--- config.mk ---
export PLATFORM = sky130hd
export DESIGN_NAME = disk_ctrl_bus_master_port
export DESIGN_NICKNAME = d
export VERILOG_FILES = /design/src/include/dma_port_pkg.sv /design/src/rtl/disk_ctrl_bus_master_port.sv
export VERILOG_INCLUDE_DIRS = /design/src /design/src/include
export SDC_FILE = /design/constraint.sdc
export NUM_CORES = 1
export LEC_CHECK = 0
export BUFFER_PORTS_ARGS = -buffer_cell sky130_fd_sc_hd__buf_2
export CAP_MARGIN = 20
export CELL_PAD_IN_SITES_DETAIL_PLACEMENT = 0
export CELL_PAD_IN_SITES_GLOBAL_PLACEMENT = 1
export CORE_MARGIN = 2
export CORE_UTILIZATION = 42
export DETAILED_ROUTE_END_ITERATION = 10
export HOLD_SLACK_MARGIN = 0.15
export PLACE_DENSITY = 0.95
export SYNTH_ARGS = -nofsm -noshare
export SYNTH_HDL_FRONTEND = slang
export SYNTH_SLANG_ARGS = --single-unit
--- constraint.sdc ---
create_clock -name core_clk -period 6.2 [get_ports core_clk]
set_input_delay 0.31 -clock core_clk [delete_from_list [all_inputs] [get_ports core_clk]]
set_output_delay 0.31 -clock core_clk [all_outputs]
set_load 0.005 [all_outputs]
--- src/include/dma_port_regs.svh ---
`ifndef DMA_PORT_REGS_SVH
`define DMA_PORT_REGS_SVH

// bus word width and address width of the multiplexed lines
`define DATA_W       16
`define ADDR_W       16
// ns the data is held before write strobe asserts (deskew), rounded up to whole clock cycles
`define DESKEW_NS    100
`define CLK_NS       50
`define DESKEW_CYC   ((`DESKEW_NS + `CLK_NS - 1) / `CLK_NS)
// cycles the address is held before cycle sync asserts
`define ADDR_SETUP_CYC 1
`define CNT_W        4
`define ONE_CNT      4'h1
`define ZERO_CNT     4'h0

`endif

--- src/include/dma_port_pkg.sv ---
package dma_port_pkg;
   typedef enum logic [2:0] {
      st_idle,
      st_request,
      st_addr,
      st_sync,
      st_strobe,
      st_wait_reply,
      st_end_cycle
   } port_state_t;
endpackage : dma_port_pkg

--- src/rtl/disk_ctrl_bus_master_port.sv ---
`timescale 1ns/100ps
`include "dma_port_regs.svh"
// Operation
// - Assert the dma request line when a FIFO word must move to or from memory and mastership is not already held.
// - On grant, drop the request and assert the bus-master acknowledge.
// - Mastership is used only for FIFO-to-memory and memory-to-FIFO word moves.
// - The two extended address lines are never driven and their inputs ignored.
// - Write data is valid on the shared lines for the whole write strobe period.
// - The write strobe is delayed until the data lines have settled.
// - A write ends only on the slave reply; strobe and data hold until then.
// - Primary power-good is buffered onto the drive-bus power-fail output.
// - While primary power-good is low, no dma transfer is started.
// - Sync asserts after the address is placed and the cycle lasts until sync drops.
// - The write/byte flag is asserted at the leading edge of sync for a write.
// - The read strobe asserts inside sync when ready, then waits for the reply.
module disk_ctrl_bus_master_port
   import dma_port_pkg::*;
(
   // clock, reset, enable
   input  wire logic                 core_clk,
   input  wire logic                 rst,
   input  wire logic                 clk_en,
   // fifo side (controller)
   input  wire logic                 xfer_start,
   input  wire logic                 xfer_write,
   input  wire logic [`ADDR_W-1:0]   xfer_addr,
   input  wire logic [`DATA_W-1:0]   xfer_wdata,
   input  wire logic                 xfer_last,
   output logic                      xfer_done,
   output logic [`DATA_W-1:0]        xfer_rdata,
   output logic                      xfer_busy,
   // arbitration
   output logic                      dma_bus_request,
   input  wire logic                 dma_grant_out,
   output logic                      bus_master_ack,
   // bus cycle control
   output logic                      cycle_sync,
   output logic                      write_byte_flag,
   output logic                      write_data_strobe,
   output logic                      read_data_strobe,
   input  wire logic                 slave_reply,
   // multiplexed data/address lines
   input  wire logic [`DATA_W-1:0]   muxed_data_addr_in,
   output logic [`DATA_W-1:0]        muxed_data_addr_out,
   output logic                      muxed_data_addr_oe,
   // extended address lines, never driven
   output logic [1:0]                ext_addr_oe,
   // power status
   input  wire logic                 primary_power_good,
   input  wire logic                 dc_power_good,
   output logic                      drive_power_fail
);
   import dma_port_pkg::*;

   typedef struct packed {
      port_state_t         state;
      logic [`CNT_W-1:0]   cnt;
      logic                write;
      logic                last;
      logic [`ADDR_W-1:0]  addr;
      logic [`DATA_W-1:0]  wdata;
      logic [`DATA_W-1:0]  rdata;
      logic                done;
      logic                pfail;
   } port_regs_t;

   port_regs_t cur_reg;
   port_regs_t cur_next;

   // words may only start while both power-good levels are up
   logic power_ok;
   assign power_ok = primary_power_good & dc_power_good;

   // next-state logic of the whole port
   always_comb
   begin
      cur_next = cur_reg;
      cur_next.done = 1'b0;
      cur_next.pfail = ~primary_power_good;
      case (cur_reg.state)
         st_idle:
         begin
            // a new word is only accepted with good power
            if (xfer_start && power_ok)
            begin
               cur_next.write = xfer_write;
               cur_next.addr  = xfer_addr;
               cur_next.wdata = xfer_wdata;
               cur_next.last  = xfer_last;
               cur_next.state = st_request;
            end
         end
         st_request:
         begin
            // grant arrives only when the arbiter is off the bus
            if (dma_grant_out)
            begin
               cur_next.cnt   = `ZERO_CNT;
               cur_next.state = st_addr;
            end
         end
         st_addr:
         begin
            // address settles one cycle before sync
            cur_next.cnt = cur_reg.cnt + `ONE_CNT;
            if (cur_reg.cnt + `ONE_CNT >= `CNT_W'(`ADDR_SETUP_CYC))
            begin
               cur_next.cnt   = `ZERO_CNT;
               cur_next.state = st_sync;
            end
         end
         st_sync:
         begin
            // data replaces address, then strobe after deskew
            cur_next.cnt = cur_reg.cnt + `ONE_CNT;
            if (!cur_reg.write)
               cur_next.state = st_wait_reply;
            else if (cur_reg.cnt + `ONE_CNT >= `CNT_W'(`DESKEW_CYC))
               cur_next.state = st_wait_reply;
         end
         st_wait_reply:
         begin
            // strobe and data hold until the slave replies
            if (slave_reply)
            begin
               cur_next.rdata = cur_reg.write ? cur_reg.rdata
                                              : muxed_data_addr_in;
               cur_next.state = st_end_cycle;
            end
         end
         st_end_cycle:
         begin
            // wait for reply to drop before ending the cycle
            if (!slave_reply)
            begin
               cur_next.done = 1'b1;
               if (cur_reg.last || !power_ok)
                  cur_next.state = st_idle;
               else
                  cur_next.state = st_strobe;
            end
         end
         st_strobe:
         begin
            // hold mastership while the fifo offers the next word
            if (!power_ok)
               cur_next.state = st_idle;
            else if (xfer_start)
            begin
               cur_next.write = xfer_write;
               cur_next.addr  = xfer_addr;
               cur_next.wdata = xfer_wdata;
               cur_next.last  = xfer_last;
               cur_next.cnt   = `ZERO_CNT;
               cur_next.state = st_addr;
            end
         end
         default:
            cur_next.state = st_idle;
      endcase
   end

   // one register holds the whole port state; enable freezes it
   always_ff @(posedge core_clk or posedge rst)
   begin
      if (rst)
         cur_reg <= '0;
      else if (clk_en)
         cur_reg <= cur_next;
   end

   // bus outputs decoded from state
   logic in_cycle;
   logic master;
   assign in_cycle = (cur_reg.state == st_sync) ||
                     (cur_reg.state == st_wait_reply);
   assign master   = (cur_reg.state == st_addr) || in_cycle ||
                     (cur_reg.state == st_end_cycle) ||
                     (cur_reg.state == st_strobe);

   assign dma_bus_request   = (cur_reg.state == st_request);
   assign bus_master_ack    = master;
   assign cycle_sync        = in_cycle;
   // flag set on the sync edge, held through the write
   assign write_byte_flag   = in_cycle && cur_reg.write;
   assign write_data_strobe = (cur_reg.state == st_wait_reply) &&
                              cur_reg.write;
   assign read_data_strobe  = (cur_reg.state == st_wait_reply) &&
                              !cur_reg.write;
   // address during addr phase, write data during the sync phase
   assign muxed_data_addr_out = (cur_reg.state == st_addr) ? cur_reg.addr
                                                         : cur_reg.wdata;
   assign muxed_data_addr_oe  = (cur_reg.state == st_addr) ||
                                (in_cycle && cur_reg.write);
   assign ext_addr_oe       = 2'h0;
   assign drive_power_fail  = cur_reg.pfail;
   assign xfer_done         = cur_reg.done;
   assign xfer_rdata        = cur_reg.rdata;
   assign xfer_busy         = (cur_reg.state != st_idle);

   // request drops once grant moves us on
   grant_drops_req_a: assert property (@(posedge core_clk) disable iff (rst)
      (clk_en && cur_reg.state == st_request && dma_grant_out) |=>
      (!dma_bus_request && bus_master_ack))
      else $error("request not dropped on grant");

   // no new word is started with power low
   power_inhibit_a: assert property (@(posedge core_clk) disable iff (rst)
      (cur_reg.state == st_idle && !primary_power_good) |=>
      !dma_bus_request)
      else $error("dma started with power low");

   // write data and strobe hold until reply
   strobe_hold_a: assert property (@(posedge core_clk) disable iff (rst)
      (write_data_strobe && !slave_reply) |=>
      (write_data_strobe && $stable(muxed_data_addr_out) &&
       muxed_data_addr_oe))
      else $error("write strobe dropped before reply");

   // strobe never rises in the first sync cycle
   deskew_strobe_a: assert property (@(posedge core_clk) disable iff (rst)
      $rose(write_data_strobe) |-> $past(cycle_sync, 2))
      else $error("write strobe not deskewed");

   // sync is preceded by the address on the lines
   addr_before_sync_a: assert property (@(posedge core_clk) disable iff (rst)
      $rose(cycle_sync) |-> $past(muxed_data_addr_oe))
      else $error("sync without address");

   // flag follows direction from the sync edge
   write_flag_a: assert property (@(posedge core_clk) disable iff (rst)
      $rose(cycle_sync) |-> (write_byte_flag == cur_reg.write))
      else $error("write flag wrong at sync");

   // flag is decided at the sync edge and may not move inside the cycle
   wtbt_steady_a: assert property (@(posedge core_clk) disable iff (rst)
      (cycle_sync && $past(cycle_sync)) |-> $stable(write_byte_flag))
      else $error("write flag changed inside sync");

   // read strobe only inside sync and with ack
   read_in_sync_a: assert property (@(posedge core_clk) disable iff (rst)
      read_data_strobe |-> (cycle_sync && bus_master_ack &&
                            !muxed_data_addr_oe))
      else $error("read strobe outside sync");

   // power fail output tracks power-good one cycle later
   power_relay_a: assert property (@(posedge core_clk) disable iff (rst)
      clk_en |=> (drive_power_fail == !$past(primary_power_good)))
      else $error("power fail relay wrong");

   // extended lines stay undriven
   ext_undriven_a: assert property (@(posedge core_clk) disable iff (rst)
      ext_addr_oe == 2'h0)
      else $error("extended lines driven");

   // request and ack never together
   req_ack_excl_a: assert property (@(posedge core_clk) disable iff (rst)
      !(dma_bus_request && bus_master_ack))
      else $error("request and ack together");

endmodule : disk_ctrl_bus_master_port

==> results.yml <==
pwr:
  p_leak_uw: 0.00184
  comb_power_share_pct: 34.4
  cellInternalPower_uw: 1050
  p_sw_share_pct: 31.6
  power.switching_uw: 485
  p_seq_share_pct: 42.7
  p_clk_share_pct: 22.9
  peakVddDrop_mv: 0.191
  p_per_area_nw_per_um2: 429
critical_path:
  critical_path_required_ps: 5890
  critPathLaunchType: "flop"
  crit_type: "flop to output pin"
  critPathCaptureType: "output pin"
  cp_slowest_cell: "nor3b_4"
  path_cells: "nor3b_4 > mux2_2 > buf_2"
  cpPeakStageDelay_ps: 890
  crit_fanout: 18
  critPathArrivalTime_ps: 2430
cells_and_area:
  seq_area_sq_um: 1480
  post-route-util_pct: 52.8
  layout_common_cells: "99 x buf_2, 59 x dfrtp_1, 42 x mux2_2, 25 x mux2_1, 10 x clkbuf_8"
  largest_reg_flops: 41
  stdcell_count: 417
  nets: 377
  diodes: 0
  layout_commonest_cell: "buf_2"
  nFillCells: 603
  stdcell_area_sq_um: 3580
  syn2layout_area_growth_pct: 21.4
  drive_gt1_share_pct: 51.4
  multiInputGateArea_sq_um: 1260
synth:
  ys_warn_count: 0
  synth_cell_types: 44
  synth_area_leader_cell: "dfrtp_1"
  ys_ff_latch: 59
  netlist_area_sq_um: 2950
  avgSynthCellArea_sq_um: 12.6
  ys_seq_area_share_pct: 50.0
  netlist.area_leader.share_pct: 50.0
  synthCells: 234
  synth.area.top_cells: "dfrtp_1 50%, mux2_2 16%, mux2_1 9.5%, buf_4 5.3%, and3_1 1.5%"
route:
  wire_per_inst_microns: 13.4
  num_vias: 2003
  drc_errors: 0
  drt-total-wl_mm: 5.58
  drt_iter0_drc: 42
  vias_per_cell: 4.80
  drtAntennaViolNets: 0
  first_pass_iters: 4
die:
  die_x_microns: 87.9
  core_sq_um: 6790
  die_h_microns: 87.9
  initial_core_util_pct: 43.5
  dieArea_sq_um: 7720
  ios: 102
  rows: 30
clock_tree:
  clk_latency_ps: 330
  htreeDepth: 3
  postCtsSetupRepairBufs: 0
  clock_sink_count: 59
  cts_root_buffer: "clkbuf_8"
  clk_path_buf_depth: 2
  cts_buffers: 9
  cts_hold_buffers: 0
  clk_pin_slew_ps: 70
  tritoncts: "built"
  cts_resized: 0
grt:
  gr-total-overflow: 0
  grt_first_pass_wirelength_mm: 8.96
  grt_max_degree: 60
  grt_antenna_before_repair: 0
  grt_pass1_vias: 1979
  grtUsageTotal_pct: 15.2
timing:
  slew_viol_final: 0
  tightestPinTransition_ps: 974
  clock.fmax_ghz: 0.365
  final.setup.tns_ps: 0
  finalCritPeriodShare_pct: 44.2
  relSlewSlack_pct: 35.0
  finalSetupViolations: 0
  period_needed_ps: 2740
  hold_viol: 0
  rsz0062_at_grt: "no"
  skew_ps: 8.95
placed_design:
  dpl-instance-area_sq_um: 3380
  dp_hpwl_mm: 3.98
  io_buffers: 99
  dp.cells: 401
  gp_congestion: 0.815
status:
  status: "complete, no violations"
worst_hold_path:
  hold_path_class: "input port to async pin"
job:
  cap_viol_max_count: 0
critical path: cells and delay by family, from the launching register on:
| kind | cells | cell delay [ps] |
|---|---|---|
| simple gates | 1 | 890 |
| flops | 1 | 660 |
| mux | 1 | 420 |
| buf+inv | 1 | 120 |
metal layers:
metal | GRT usage, % | wire length, microns | up-vias
met5 | 0 | 0 | -
met4 | 8.39 | 102 | 0
met3 | 3.39 | 342 | 8
met2 | 24.8 | 2650 | 72
met1 | 18.6 | 2490 | 947
li1 | - | - | 976
cell usage after synthesis (all sizes together):
cell type   n
clkbuf      4
nand2       4
a31oi       2
nand4b      1
inv         5
o22ai       1
nand3       2
nand3b      2
or3         2
o41ai       4
or3b        1
ha          3
conb        1
o21ai       6
o211ai      1
nor4b       1
nor2b       2
a211o       1
and2        2
o21a        1
buf        26
nor2        9
a21oi       6
and3b       1
mux2       67
and3        7
dfrtp      59
xor2        1
o31ai       2
or4         2
a22o        1
nand2b      3
nor3b       1
a21boi      1
or2         1
a21o        1
through the flow:
step / power (uW) / hold WS [ps] / setup WS, ps
floorplan: 1050 / 399 / 4140
global placement: 1180 / 463 / 3790
detailed placement: 1200 / 469 / 3710
CTS: 1560 / 169 / 3420
global route: 1650 / 181 / 3320
finish: 1540 / 186 / 3460
power groups by stage:
stage          clock network, uW  logic, uW  registers [uW]
3_5_place_dp                   0        538             662
2_1_floorplan                  0        449             603
5_1_grt                      380        592             679
3_3_place_gp                   0        525             652
6_report                     352        529             656
4_1_cts                      367        540             656
cell type report:
type / count / area share, %
flip-flops and latches: 59 / 41.2
clock buffers: 11 / 3.94
multi-input cells: 141 / 35.2
repair buffers: 100 / 14.0
clock inverters: 5 / 1.75
well taps: 96 / 3.35
inverters: 5 / 0.524
worst paths after layout:
path / start / end / slack [ps] / depth (start not counted)
setup / recovery: cur_reg[57] / muxed_data_addr_out[5] / 3460 / 3
hold / removal: rst / cur_reg[50] / 190 / 3
setup reg to reg: cur_reg[57] / cur_reg[58] / 3720 / 5
hold reg to reg: xfer_rdata[5] / xfer_rdata[5] / 480 / 1
max in group asynchronous: rst / cur_reg[36] / 5540 / 3
min in group core_clk: primary_power_good / drive_power_fail / 190 / 2
cell families after synthesis:
kind of cell	count (synthesis)	share of synthesized area [%]
mux	67	25.6
fa+ha+maj	3	1.27
buf+inv	35	7.54
flops	59	50.0
simple gates	41	9.11
other cells	1	0.127
xor+xnor	1	0.297
compound gates	27	6.10
No activity file was read; power rests on OpenSTA's default activity.
